[src/inc/rpl_defines.vh]
// Constants for the ROM patch logic: register map, mode codes, area bounds
`ifndef RPL_DEFINES_VH
`define RPL_DEFINES_VH
`define RPL_BANK_BASE      16'h0FC0
`define RPL_BANK_LAST      16'h0FCF
`define RPL_BANK2_ADDR_LO  16'h0FC8
`define RPL_BANK2_ADDR_HI  16'h0FC9
`define RPL_MODE_CTRL      16'h002F
`define RPL_MODE_OFF       2'h0
`define RPL_MODE_JUMP      2'h1
`define RPL_MODE_BYTE1     2'h2
`define RPL_MODE_BYTE2     2'h3
`define RPL_JUMP_OPCODE    8'hFE
`define RPL_MODE_RESET     8'h00
`define RPL_ROM_START      16'hC000
`define RPL_ROM_END        16'hFFFF
`endif

[src/verilog/rpl_bank_store.v]
// Bank register store: 4 banks x 4 bytes, registered read data
`timescale 1ns/1ps
`include "rpl_defines.vh"
module rpl_bank_store #(
  parameter BANKS = 4
) (
  // Clock and reset
  input  wire        clk,
  input  wire        rst_n,
  // Write port
  input  wire        wr_en,
  input  wire [3:0]  wr_idx,
  input  wire [7:0]  wr_data,
  // Read port
  input  wire [3:0]  rd_idx,
  output reg  [7:0]  rd_data,
  // Flat bank contents for the comparators
  output wire [BANKS*32-1:0] flat
);
  reg [7:0] mem_reg [0:BANKS*4-1];
  integer i;
  genvar g;
  always @(posedge clk or negedge rst_n) begin
    if (!rst_n) begin
      for (i = 0; i < BANKS*4; i = i + 1)
        mem_reg[i] <= 8'h00;
      rd_data <= 8'h00;
    end else begin
      if (wr_en)
        mem_reg[wr_idx] <= wr_data;
      rd_data <= mem_reg[rd_idx];
    end
  end
  generate
    for (g = 0; g < BANKS*4; g = g + 1) begin : g_flat
      assign flat[g*8 +: 8] = mem_reg[g];
    end
  endgenerate
endmodule

[src/verilog/rpl_patch_logic.v]
// ROM patch logic: bank registers, mode control and byte substitution
// Functional notes
// - Four independent banks, each patches one location.
// - Sixteen-bit address, low byte then high byte.
// - Jump mode gives FE, low, high bytes.
// - Jump mode data read returns FE.
// - Mode 10 replaces one byte with low.
// - High data byte unused in one-byte mode.
// - Mode 11 replaces two bytes, low then high.
// - Substitute on fetches and on data reads.
// - Opcode or operand bytes patched the same.
// - Bank registers locked while that bank's mode nonzero.
// - Reset clears mode control, banks disabled.
// - Patch address must lie inside user ROM area; offsets past FFFF wrap to 0000.
`timescale 1ns/1ps
`include "rpl_defines.vh"
module rpl_patch_logic #(
  parameter BANKS = 4
) (
  // Clock and reset
  input  wire        clk,
  input  wire        reset_n,
  // CPU register access
  input  wire [15:0] reg_addr,
  input  wire        reg_wr,
  input  wire        reg_rd,
  input  wire [7:0]  reg_wdata,
  output reg  [7:0]  reg_rdata,
  // CPU memory access and ROM data
  input  wire [15:0] mem_addr,
  input  wire        mem_rd,
  input  wire [7:0]  rom_data,
  output reg  [7:0]  mem_data,
  output reg         mem_patched
);
  reg        rst_s1_reg;
  reg        rst_s2_reg;
  reg  [7:0] mode_reg;
  reg        sel_mode_reg;
  reg        sel_bank_reg;
  reg  [7:0] mode_rd_reg;
  wire [BANKS*32-1:0] flat;
  wire [7:0] store_rdata;
  wire       in_bank_space;
  wire [3:0] bank_idx;
  wire [1:0] wr_bank_mode;
  wire       store_wr;
  reg  [7:0] sub_byte;
  reg        sub_hit;
  reg  [15:0] p_addr;
  reg  [15:0] d;
  reg  [1:0]  m;
  integer b;

  // Reset released through two flops so every register leaves reset together
  always @(posedge clk or negedge reset_n) begin
    if (!reset_n) begin
      rst_s1_reg <= 1'b0;
      rst_s2_reg <= 1'b0;
    end else begin
      rst_s1_reg <= 1'b1;
      rst_s2_reg <= rst_s1_reg;
    end
  end

  function [1:0] bank_mode;
    input [7:0] modes;
    input [1:0] idx;
    begin
      bank_mode = modes[idx*2 +: 2];
    end
  endfunction

  function in_user_rom;
    input [15:0] a;
    begin
      in_user_rom = (a >= `RPL_ROM_START) && (a <= `RPL_ROM_END);
    end
  endfunction

  assign in_bank_space = (reg_addr >= `RPL_BANK_BASE) && (reg_addr <= `RPL_BANK_LAST);
  assign bank_idx      = reg_addr[3:0];
  assign wr_bank_mode  = bank_mode(mode_reg, bank_idx[3:2]);
  // Write is accepted by the bus but dropped while the bank is armed
  assign store_wr = reg_wr && in_bank_space && (wr_bank_mode == `RPL_MODE_OFF);

  rpl_bank_store #(
    .BANKS   (BANKS)
  ) u_store (
    .clk     (clk),
    .rst_n   (rst_s2_reg),
    .wr_en   (store_wr),
    .wr_idx  (bank_idx),
    .wr_data (reg_wdata),
    .rd_idx  (bank_idx),
    .rd_data (store_rdata),
    .flat    (flat)
  );

  // Mode control register; reset value leaves every bank disabled
  always @(posedge clk or negedge rst_s2_reg) begin
    if (!rst_s2_reg) begin
      mode_reg     <= `RPL_MODE_RESET;
      sel_mode_reg <= 1'b0;
    end else begin
      if (reg_wr && (reg_addr == `RPL_MODE_CTRL))
        mode_reg <= reg_wdata;
      sel_mode_reg <= reg_rd && (reg_addr == `RPL_MODE_CTRL);
    end
  end

  // Read selects and the mode snapshot line up with the store's registered
  // read port, so every readback appears one cycle after the request
  always @(posedge clk or negedge rst_s2_reg) begin
    if (!rst_s2_reg) begin
      sel_bank_reg <= 1'b0;
      mode_rd_reg  <= 8'h00;
    end else begin
      sel_bank_reg <= reg_rd && in_bank_space;
      mode_rd_reg  <= mode_reg;
    end
  end

  // Both sources are flops; only the select mux sits after them
  always @* begin
    if (sel_bank_reg)
      reg_rdata = store_rdata;
    else if (sel_mode_reg)
      reg_rdata = mode_rd_reg;
    else
      reg_rdata = 8'h00;
  end

  // Substitution: each bank compares independently; lowest bank wins on overlap
  always @* begin
    sub_byte = 8'h00;
    sub_hit  = 1'b0;
    p_addr   = 16'h0000;
    d        = 16'h0000;
    m        = 2'b00;
    for (b = BANKS-1; b >= 0; b = b - 1) begin
      p_addr = flat[b*32 +: 16];
      d      = flat[b*32+16 +: 16];
      m      = bank_mode(mode_reg, b[1:0]);
      if (in_user_rom(p_addr)) begin
        case (m)
          `RPL_MODE_JUMP: begin
            if (mem_addr == p_addr) begin
              sub_byte = `RPL_JUMP_OPCODE;
              sub_hit  = 1'b1;
            end else if (mem_addr == p_addr + 16'h0001) begin
              sub_byte = d[7:0];
              sub_hit  = 1'b1;
            end else if (mem_addr == p_addr + 16'h0002) begin
              sub_byte = d[15:8];
              sub_hit  = 1'b1;
            end
          end
          `RPL_MODE_BYTE1: begin
            if (mem_addr == p_addr) begin
              sub_byte = d[7:0];
              sub_hit  = 1'b1;
            end
          end
          `RPL_MODE_BYTE2: begin
            if (mem_addr == p_addr) begin
              sub_byte = d[7:0];
              sub_hit  = 1'b1;
            end else if (mem_addr == p_addr + 16'h0001) begin
              sub_byte = d[15:8];
              sub_hit  = 1'b1;
            end
          end
          default: begin
          end
        endcase
      end
    end
  end

  // Registered data towards the CPU, same path for fetch and data read
  always @(posedge clk or negedge rst_s2_reg) begin
    if (!rst_s2_reg) begin
      mem_data    <= 8'h00;
      mem_patched <= 1'b0;
    end else if (mem_rd) begin
      mem_data    <= sub_hit ? sub_byte : rom_data;
      mem_patched <= sub_hit;
    end else begin
      mem_patched <= 1'b0;
    end
  end

endmodule
[config.mk]
export PLATFORM = sky130hd
export DESIGN_NAME = rpl_patch_logic
export DESIGN_NICKNAME = d
export VERILOG_FILES = /design/src/verilog/rpl_bank_store.v /design/src/verilog/rpl_patch_logic.v
export VERILOG_INCLUDE_DIRS = /design/src /design/src/inc
export SDC_FILE = /design/constraint.sdc
export NUM_CORES = 1
export LEC_CHECK = 0
export BUFFER_PORTS_ARGS = -buffer_cell sky130_fd_sc_hd__buf_2
export CAP_MARGIN = 20
export CORE_ASPECT_RATIO = 0.7
export CORE_MARGIN = 10
export CORE_UTILIZATION = 45
export CTS_CLUSTER_SIZE = 10
export DETAILED_ROUTE_END_ITERATION = 8
export PLACE_DENSITY = 0.64
export RECOVER_POWER = 25
export SETUP_SLACK_MARGIN = 0.2
export SYNTH_ARGS = -nofsm -noshare
export SYNTH_HDL_FRONTEND = slang
export SYNTH_SLANG_ARGS = --single-unit
[constraint.sdc]
create_clock -name clk -period 5.85 [get_ports clk]
set_input_delay 0.585 -clock clk [delete_from_list [all_inputs] [get_ports clk]]
set_output_delay 0.585 -clock clk [all_outputs]
set_load 0.05 [all_outputs]
# --- Yosys cells after proc, flatten, opt, wreduce, memory -nomap -nowiden ---
# Index checks and enable logic that the tools add are counted.
totals:
  register_bits: 165
  wordCells: 158
op_classes:
  addsub: 8
  order_cmp: 12
  n_eq_ne: 25
  shift: 1
  n_mux: 74
  n_bitwise: 1
  reduce_logical: 12
ops:
  columns: ["operator", "count"]
  rows:
  - ["8-bit 2-to-1 mux", 34]
  - ["16-bit equality test", 12]
  - ["128-bit bitwise mux", 1]
  - ["8-bit one-hot mux with 3 select lines", 4]
  - ["16-bit by 1-bit adder with 16-bit output, second input constant", 4]
  - ["16-bit by 2-bit adder with 16-bit output, second input constant", 4]
  - ["16-bit >= comparator, second input constant", 4]
  - ["16-bit less-or-equal comparator, second input constant", 4]
  - ["8-bit binary-select mux with 4-bit select", 1]
  - ["8-bit demux with 4-bit select", 1]
  - ["1-bit 2-to-1 mux", 29]
  - ["16-bit by 6-bit equality test with 1-bit output, second input constant", 1]
  - ["2-bit equality test, second input constant", 8]
  - ["16-bit by 12-bit >= comparator with 1-bit output, second input constant", 1]
  - ["16-bit by 12-bit less-or-equal comparator with 1-bit output, second input constant", 1]
  - ["1-bit one-hot mux with 3 select lines", 4]
  - ["1-bit logical AND", 11]
  - ["2-bit by 1-bit equality test with 1-bit output, second input constant", 4]
  - ["8-bit by 4-bit variable part select with 2-bit output", 1]
  - ["5-bit >= comparator, second input constant", 1]
  - ["5-bit by 1-bit < comparator with 1-bit output, second input constant", 1]
  - ["4-bit inverter with 5-bit output", 1]
  - ["2-bit zero test", 1]

# --- Depth between registers and ports, before layout ---
# Gate-level depths: netlist (run 1).
depth:
  depth_word: 23
  depth_mapped: 16

# --- Hierarchy ---
# From an unflattened synthesis (run 1), not the netlist that was laid out.
hier_totals:
  cells_unflattened: 1482
  hier_area_um2: 13870.8
modules_own_cells:
  columns: ["module", "instances", "cells_each", "area_per_inst_um2"]
  rows:
  - ["rpl_patch_logic", 1, 1111, 7751.2]
  - ["rpl_bank_store", 1, 371, 6119.6]

# --- Worst setup path before layout (run 1) ---
# No wires, ideal clock.
synth_path:
  path_type: "in2reg"
  from: "input port mem_addr[5]"
  to: "register mem_data[6]"
  setup_time_ps: 125
  arrival_time_ps: 3308
  required_time_ps: 5725
  path_slack_ps: 2416
  path_stages: 14
  n_path_buf: 1
  cell_sequence: "buf_2 xnor2_2 or4b_1 o211ai_1 or4b_1 nor3_2 nand2_1 o221ai_2 o31ai_1 a221oi_2 o22ai_1 a21o_1 a2bb2oi_1 o21ai_1"
synth_via:
  elab_chain_cells: 22
  word_cells_on_any_way: 77
  classes_between: "eq/ne (12); mux (65)"
synth_rtl:
  columns: ["item", "line", "rtl"]
  rows:
  - ["start, declared", "rpl_patch_logic.v:30", "input wire [15:0] mem_addr,"]
  - ["16-bit equality test", "rpl_patch_logic.v:154", "end else if (mem_addr == p_addr + 16'h0002) begin"]
  - ["8-bit 2-to-1 mux or 1-bit 2-to-1 mux (tied branches)", "rpl_patch_logic.v:154", null]
  - ["8-bit 2-to-1 mux or 1-bit 2-to-1 mux (tied branches)", "rpl_patch_logic.v:151", "end else if (mem_addr == p_addr + 16'h0001) begin"]
  - ["8-bit 2-to-1 mux or 1-bit 2-to-1 mux (tied branches)", "rpl_patch_logic.v:148", "if (mem_addr == p_addr) begin"]
  - ["8-bit one-hot mux with 3 select lines or 1-bit one-hot mux with 3 select lines (tied branches)", "rpl_patch_logic.v:146", "case (m)"]
  - ["8-bit 2-to-1 mux or 1-bit 2-to-1 mux (tied branches)", "rpl_patch_logic.v:145", "if (in_user_rom(p_addr)) begin"]
  - ["8-bit 2-to-1 mux or 1-bit 2-to-1 mux (tied branches)", "rpl_patch_logic.v:154", null]
  - ["8-bit 2-to-1 mux or 1-bit 2-to-1 mux (tied branches)", "rpl_patch_logic.v:151", null]
  - ["[... 6 more ...]", null, null]
  - ["8-bit one-hot mux with 3 select lines or 1-bit one-hot mux with 3 select lines (tied branches)", "rpl_patch_logic.v:146", null]
  - ["8-bit 2-to-1 mux or 1-bit 2-to-1 mux (tied branches)", "rpl_patch_logic.v:145", null]
  - ["8-bit 2-to-1 mux or 1-bit 2-to-1 mux (tied branches)", "rpl_patch_logic.v:154", null]
  - ["8-bit 2-to-1 mux or 1-bit 2-to-1 mux (tied branches)", "rpl_patch_logic.v:151", null]
  - ["8-bit 2-to-1 mux or 1-bit 2-to-1 mux (tied branches)", "rpl_patch_logic.v:148", null]
  - ["8-bit one-hot mux with 3 select lines or 1-bit one-hot mux with 3 select lines (tied branches)", "rpl_patch_logic.v:146", null]
  - ["8-bit 2-to-1 mux or 1-bit 2-to-1 mux (tied branches)", "rpl_patch_logic.v:145", null]
  - ["8-bit 2-to-1 mux (*)", "rpl_patch_logic.v:187", "mem_data <= sub_hit ? sub_byte : rom_data;"]
  - ["end signal, assigned", "rpl_patch_logic.v:187", null]
  - ["end, declared", "rpl_patch_logic.v:33", "output reg [7:0] mem_data,"]
# Mark *: on every way between the ends. The rest lies on a longest branch, timed or not.
# A chain may end at the register's enable or synchronous reset.

# --- Worst setup path after layout (run 1) ---
layout_path:
  from: "register u_store.mem_reg (netlist bit u_store.flat[66])"
  to: "register mem_data[2]"
layout_via:
  elab_chain_cells: 18
  word_cells_on_any_way: 57
  classes_between: "add/sub (2); order compare (2); eq/ne (3); mux (49); reduce/logical (1)"
layout_rtl:
  columns: ["item", "line", "rtl"]
  rows:
  - ["start, declared", "rpl_bank_store.v:20", "reg [7:0] mem_reg [0:BANKS*4-1];"]
  - ["start signal, assigned by index", "rpl_bank_store.v:30", "mem_reg[wr_idx] <= wr_data;"]
  - ["16-bit by 2-bit adder with 16-bit output", "rpl_patch_logic.v:154", null]
  - ["16-bit equality test", "rpl_patch_logic.v:154", null]
  - ["8-bit 2-to-1 mux or 1-bit 2-to-1 mux (tied branches)", "rpl_patch_logic.v:154", null]
  - ["8-bit 2-to-1 mux or 1-bit 2-to-1 mux (tied branches)", "rpl_patch_logic.v:151", null]
  - ["8-bit 2-to-1 mux or 1-bit 2-to-1 mux (tied branches)", "rpl_patch_logic.v:148", null]
  - ["8-bit one-hot mux with 3 select lines or 1-bit one-hot mux with 3 select lines (tied branches)", "rpl_patch_logic.v:146", null]
  - ["8-bit 2-to-1 mux or 1-bit 2-to-1 mux (tied branches)", "rpl_patch_logic.v:145", null]
  - ["8-bit 2-to-1 mux or 1-bit 2-to-1 mux (tied branches)", "rpl_patch_logic.v:154", null]
  - ["[... 2 more ...]", null, null]
  - ["8-bit one-hot mux with 3 select lines or 1-bit one-hot mux with 3 select lines (tied branches)", "rpl_patch_logic.v:146", null]
  - ["8-bit 2-to-1 mux or 1-bit 2-to-1 mux (tied branches)", "rpl_patch_logic.v:145", null]
  - ["8-bit 2-to-1 mux or 1-bit 2-to-1 mux (tied branches)", "rpl_patch_logic.v:154", null]
  - ["8-bit 2-to-1 mux or 1-bit 2-to-1 mux (tied branches)", "rpl_patch_logic.v:151", null]
  - ["8-bit 2-to-1 mux or 1-bit 2-to-1 mux (tied branches)", "rpl_patch_logic.v:148", null]
  - ["8-bit one-hot mux with 3 select lines or 1-bit one-hot mux with 3 select lines (tied branches)", "rpl_patch_logic.v:146", null]
  - ["8-bit 2-to-1 mux or 1-bit 2-to-1 mux (tied branches)", "rpl_patch_logic.v:145", null]
  - ["8-bit 2-to-1 mux (*)", "rpl_patch_logic.v:187", null]
# Marks and branches as above.

==> impl_metrics.env, run 1 <==
export IMPL_status="finished with violations"
export IMPL_violations="capacitance limit, slew limit"
export IMPL_relSlewSlack=-1.06
export IMPL_synth_warnings=0
export IMPL_die_width_um=225
export IMPL_min_period_ns=4.58
export IMPL_gp_congestion=0.950
export IMPL_drt_iter0_drc=1728
export IMPL_path_class="reg -> reg"
export IMPL_io_pins=70
export IMPL_synth_seq_cells=165
export IMPL_die_h_um=163
export IMPL_post_cts_setup_buffers=0
export IMPL_htree_levels=4
export IMPL_drive_above_1_share=0.211
export IMPL_antenna_cells=0
export IMPL_sw_frac_of_total=0.282
export IMPL_cp_required_ns=6.19
export IMPL_filler_cell_count=2788
export IMPL_synth_top_area_cell="dfrtp_1"
export IMPL_place_hpwl_um=36400
export IMPL_tritoncts="done"
export IMPL_setup_violations_final=0
export IMPL_start_kind="flop"
export IMPL_clk_path_buf_depth=2
export IMPL_grt_pass1_vias=11500
export IMPL_route_vias_total=12300
export IMPL_grt_use_met3=0.0566
export IMPL_largest_reg_flops=128
export IMPL_seq_area_frac_synth=0.313
export IMPL_vdd_drop_max_mv=0.212
export IMPL_drv_slew=72
export IMPL_power_leakage_uw=0.00573
export IMPL_pwr_share_clk=0.445
export IMPL_gr_total_overflow=0
export IMPL_synth_nets=1493
export IMPL_p_seq_frac=0.454
export IMPL_rows=52
export IMPL_p_switching_uw=724
export IMPL_grt_max_degree=72
export IMPL_finClkSkew_ns=0.0112
export IMPL_cp_arrival_ns=4.92
export IMPL_synthesis_area_sq_mm=0.0132
export IMPL_nets=1487
export IMPL_cts_resized_gates=0
export IMPL_cts_sinks=165
export IMPL_firstDrtPassIters=8
export IMPL_power_density_mw_per_mm2=181
export IMPL_postRouteAntennaNets=0
export IMPL_fin_crit_sh=0.783
export IMPL_setup_tns_ns=0
export IMPL_worst_setup_path_end_kind="flop"
export IMPL_start_util=0.456
export IMPL_wl_per_cell_um=26.7
export IMPL_ff2ff_setup_slack_ns=1.27
export IMPL_hold_path_class="reg -> reg"
export IMPL_synthCells=1432
export IMPL_insertion_delay_ns=0.45
export IMPL_routed_wl_um=48500
export IMPL_synth_edf_count=0
export IMPL_synth_area_leaders="dfrtp_1 (31%), mux2_2 (10%), mux4_2 (7.0%), xnor2_1 (3.8%), nand2_1 (3.4%)"
export IMPL_syn2layout_area_growth_pct=7.45
export IMPL_worst_pin_slew_ns=3.10
export IMPL_grt_setup_unrepaired="no"
export IMPL_cts_made_buffers=17
export IMPL_gr_max_usage_layer="met2"
export IMPL_grt_pass1_wl_um=73600
export IMPL_avgViaCountPerCell=6.77
export IMPL_synth_cell_type_count=103
export IMPL_clk_pin_slew_ns=0.07
export IMPL_antenna_found_initial=0
export IMPL_synthArstFlopShare=1.00
export IMPL_synth_top_area_frac=0.313
export IMPL_p_comb_frac=0.102
export IMPL_avgSynthCellArea_sq_um=9.21
export IMPL_clock_fmax_mhz=218
export IMPL_holdWs_ns=0.355
export IMPL_die_area_sq_mm=0.0366
export IMPL_coreArea_sq_mm=0.0289
export IMPL_grt_use_total=0.262
export IMPL_p_int_uw=1840
export IMPL_hold_violations=0
export IMPL_drv_cap=1
export IMPL_io_buffers=69
export IMPL_use_met2=0.383
export IMPL_crit_fanout=11
export IMPL_cts_root_buf="clkbuf_16"
export IMPL_drc=0
export IMPL_grt_met1_usage=0.379
export IMPL_synth_ff_type="dfrtp_1"
-- path summary, 6_finish.rpt --
kind	start	endpoint	cells after the start
max in group asynchronous	rst_s2_reg	u_store.flat[17]	1
max	u_store.flat[66]	mem_data[2]	13
max reg2reg	u_store.flat[66]	mem_data[2]	13
min in group asynchronous	reset_n	rst_s1_reg	2
min	rst_s1_reg	rst_s2_reg	0
min reg2reg	rst_s1_reg	rst_s2_reg	0
-- Yosys cell counts, types with 8 or more instances --
library cell and number:
nand4_1 46, mux4_2 41, a32oi_1 8, nand2_1 121, ha_1 8, buf_2 34, nor4_1 21, mux2i_1 8
o21ai_1 10, and2_1 11, nand2b_1 18, nor3b_1 8, or4_1 8, xor2_1 48, nand3_1 33, o22ai_1 13
buf_4 10, or3_1 15, a211oi_1 13, a22o_1 11, nor2b_1 15, clkbuf_1 53, a21oi_1 58, a31oi_1 14
mux2_2 121, and4_1 8, nor3_1 35, a21o_1 9, o21ai_0 80, o211ai_1 10, nor2_1 98, o221ai_1 8
or2_2 8, inv_1 35, and3_1 17, a22oi_1 14, xnor2_1 57, dfrtp_1 165
-- power by group through the flow --
stage	Combinational [uW]	Clock [uW]	Sequential [uW]
finish	261	1140	1160
global route	278	1190	1170
CTS	258	1150	1160
detailed placement	256	0	1190
global placement	254	0	1190
floorplan	143	0	1210
-- kinds of logic (layout without fill, tap and decap cells) --
| family | Yosys count | after routing | synth area share |
|---|---|---|---|
| DFF | 165 | 165 | 0.313 |
| and+or+nand+nor | 498 | 498 | 0.199 |
| buffers and inverters | 140 | 147 | 0.0466 |
| other | 1 | 1 | 0.000284 |
| AOI/OAI and AO/OA | 344 | 344 | 0.183 |
| adders and majority gates | 8 | 8 | 0.00759 |
| xor gates and xnor gates | 106 | 106 | 0.0710 |
| muxes | 170 | 170 | 0.179 |
-- layout by cell type, fill, tap and decap left out, drive strengths merged, types with 9 or more instances in the layout --
cell	Yosys	routed
nor4	21	21
o21ai	91	91
nor2b	15	15
a21o	9	9
mux2	121	121
and3	18	18
inv	35	43
xor2	48	48
nand2b	18	18
dfrtp	165	165
a22oi	14	14
a31oi	14	14
nand3	34	34
and2	12	12
o211ai	10	10
or3	15	15
o22ai	13	13
mux4	41	41
nand4	48	48
a221oi	10	10
clkbuf	54	24
a211oi	14	14
o221ai	9	9
nor2	98	98
a22o	11	11
nand2	121	121
buf	50	72
nor3	38	38
xnor2	58	58
or2	10	10
a21oi	59	59
-- metrics by stage --
step                      total power [uW]  utilization  worst slack [ns]  area [sq um]  cells
after floorplan                       1350            -             0.912         13200   1432
after CTS                             2570        0.491              1.40         14200   1817
after global placement                1440        0.470              1.32         13600   1783
after global routing                  2640        0.490              1.06         14200   1817
after detailed placement              1440        0.470              1.34         13600   1784
final                                 2570        0.490              1.27         14200   1817
-- routing by layer --
metal | vias to the layer above | wire, um
met1 | 6152 | 21500
met5 | - | 0
met3 | 79 | 4960
li1 | 5392 | -
met4 | 0 | 1160
met2 | 676 | 20900
-- cell type report --
class / count / area [sq um] / share of cell area
sequential: 165 / 4130 / 0.291
clock buffer: 18 / 439 / 0.0310
clock inverter: 14 / 136 / 0.00963
inverter: 36 / 135 / 0.00954
multi-input combinational: 1127 / 8440 / 0.596
timing repair buffer: 79 / 413 / 0.0291
tap: 378 / 473 / 0.0334
-- repair_timing --
action                                  in CTS  in global routing
hold buffers                                 1                  0
endpoints found under the setup margin       0                  0
hold endpoints to repair                     2                  0
-- critical path: stages (launching register included) --
cell and delay, ns:
dfrtp_1 0.53, ha_1 0.46, nand4_1 0.16, or3_1 0.34, a211oi_1 0.40, o21a_1 0.22
nand4b_1 0.41, a21oi_1 0.43, o22ai_1 0.14, a221o_1 0.37, a31oi_1 0.50, o21ai_0 0.20
nor2_1 0.20, o21ai_1 0.10
Note: power is estimated with default switching activity, not from simulation.
==> run 2: changes to the inputs <==
PLACE_DENSITY = 0.66   (was 0.64)
clock period = 4 ns   (was 5.85 ns; I/O delays follow)
==> impl_metrics.env, run 2 (synthesized netlist as in run 1, its figures left out) <==
export IMPL_start_util=0.456
export IMPL_antenna_found_initial=0
export IMPL_clock_fmax_mhz=275
export IMPL_drc=0
export IMPL_grt_use_met3=0.0865
export IMPL_largest_reg_flops=128
export IMPL_multi_input_area_sq_mm=0.00870
export IMPL_worst_pin_slew_ns=2.82
export IMPL_status="finished with violations"
export IMPL_die_width_um=225
export IMPL_min_from="reg_rd"
export IMPL_hold_path_class="in -> reg"
export IMPL_violations="capacitance limit, slew limit"
export IMPL_fin_crit_sh=0.910
export IMPL_cp_required_ns=4.34
export IMPL_path_class="reg -> reg"
export IMPL_power_leakage_uw=0.00642
export IMPL_hold_violations=0
export IMPL_grt_pass1_wl_um=76500
export IMPL_firstDrtPassIters=6
export IMPL_drv_cap=1
export IMPL_drv_slew=64
export IMPL_antenna_cells=0
export IMPL_use_met2=0.406
export IMPL_power_density_mw_per_mm2=242
export IMPL_final_seq_area_sq_mm=0.00414
export IMPL_rows=52
export IMPL_clk_pin_slew_ns=0.07
export IMPL_crit_fanout=6
export IMPL_layout_common_cells="dfrtp_1 (154), buf_4 (139), mux2_2 (121)"
export IMPL_crit_path_start="u_store.flat[65]"
export IMPL_tritoncts="done"
export IMPL_grt_max_degree=66
export IMPL_die_area_sq_mm=0.0366
export IMPL_start_kind="flop"
export IMPL_io_pins=70
export IMPL_cts_root_buf="clkbuf_16"
export IMPL_routed_wl_um=51300
export IMPL_htree_levels=4
export IMPL_coreArea_sq_mm=0.0289
export IMPL_cts_sinks=165
export IMPL_drt_iter0_drc=1858
export IMPL_place_ws_ns=0.00633
export IMPL_grt_pass1_vias=12100
export IMPL_gp_congestion=0.980
export IMPL_cp_arrival_ns=3.98
export IMPL_insertion_delay_ns=0.46
export IMPL_avgViaCountPerCell=6.59
export IMPL_drive_above_1_share=0.310
export IMPL_fin_ws_ns=0.359
export IMPL_postRouteAntennaNets=0
export IMPL_relSlewSlack=-0.877
export IMPL_gr_total_overflow=0
export IMPL_worst_setup_path_end_kind="flop"
export IMPL_timing_rr_start="u_store.flat[65]"
export IMPL_wl_per_cell_um=26.3
export IMPL_vdd_drop_max_mv=0.245
export IMPL_grt_setup_unrepaired="yes"
export IMPL_setup_tns_ns=0
export IMPL_final_common_cell="dfrtp_1"
export IMPL_final_core_util=0.534
export IMPL_route_vias_total=12800
export IMPL_filler_cell_count=2684
export IMPL_clk_path_buf_depth=2
export IMPL_gr_max_usage_layer="met2"
export IMPL_setup_violations_final=0
export IMPL_die_h_um=163
export IMPL_min_period_ns=3.64
export IMPL_finClkSkew_ns=0.0106
export IMPL_cts_made_buffers=17
export IMPL_io_buffers=69
export IMPL_place_hpwl_um=39200
export IMPL_grt_met1_usage=0.380
export IMPL_syn2layout_area_growth_pct=17.1
export IMPL_nets=1621
export IMPL_grt_use_total=0.276
run 2: cell types whose count changed in the layout (fill, tap and decap cells not counted), moves of 4 or more:
| cell | delta |
|---|---|
| buf_2 | +4 |
| dfrtp_2 | +11 |
| a211oi_1 | -5 |
| buf_4 | +131 |
| inv_6 | -6 |
| dfrtp_1 | -11 |
run 2: final cells by class:
| cell class | count | share of cell area |
|---|---|---|
| clock buffer | 18 | 0.0278 |
| multi-input combinational | 1127 | 0.563 |
| sequential | 165 | 0.268 |
| clock inverter | 11 | 0.00737 |
| inverter | 36 | 0.00875 |
| tap | 378 | 0.0306 |
| timing repair buffer | 213 | 0.0936 |
run 2: final timing paths:
| check | to | slack (ns) | cells past startpoint |
|---|---|---|---|
| min in group asynchronous | rst_s2_reg | 0.25 | 2 |
| setup / recovery | mem_data[6] | 0.36 | 15 |
| hold / removal | sel_bank_reg | 0.17 | 2 |
| max in group asynchronous | u_store.flat[106] | 1.00 | 0 |
| hold reg to reg | rst_s2_reg | 0.35 | 0 |
| setup reg to reg | mem_data[6] | 0.36 | 15 |
run 2: power by group:
group | switching (uW) | total (uW) | internal, uW
Clock | 719 | 1620 | 900
Combinational | 273 | 417 | 145
Sequential | 19.9 | 1700 | 1680
run 2: timing repair:
item | CTS | global route
hold endpoints to repair | 2 | 0
setup endpoints to repair | 5 | 9
pin swaps | 0 | 24
setup buffers | 0 | 13
hold buffers | 1 | 0
cloned | 0 | 0
resized for setup | 7 | 54
run 2: worst max-delay path, stage by stage (launching register included):
cell and delay (ns):
dfrtp_1 0.42, ha_4 0.20, and3b_1 0.17, or4b_1 0.50, o211ai_1 0.12, or4b_4 0.50, nor3_4 0.28, nand2_2 0.14
o221ai_2 0.24, o31ai_2 0.08, a221oi_2 0.24, buf_4 0.18, o22ai_2 0.08, a21o_1 0.17, a2bb2oi_2 0.11, o21ai_1 0.06
run 2: layer usage:
layer	wire length [um]	vias to the layer above
li1	-	5680
met1	22200	6377
met2	22000	682
met3	5830	89
met4	1330	0
met5	0	-
run 2: through the flow:
stage	hold slack (ns)	cells	power (uW)	area, sq um
detailed placement	0.188	1905	2130	14500
CTS	0.149	1935	3740	15100
floorplan	0.104	1432	1970	13200
global placement	0.187	1905	2130	14500
finish	0.165	1948	3740	15400
global route	0.185	1948	3850	15400
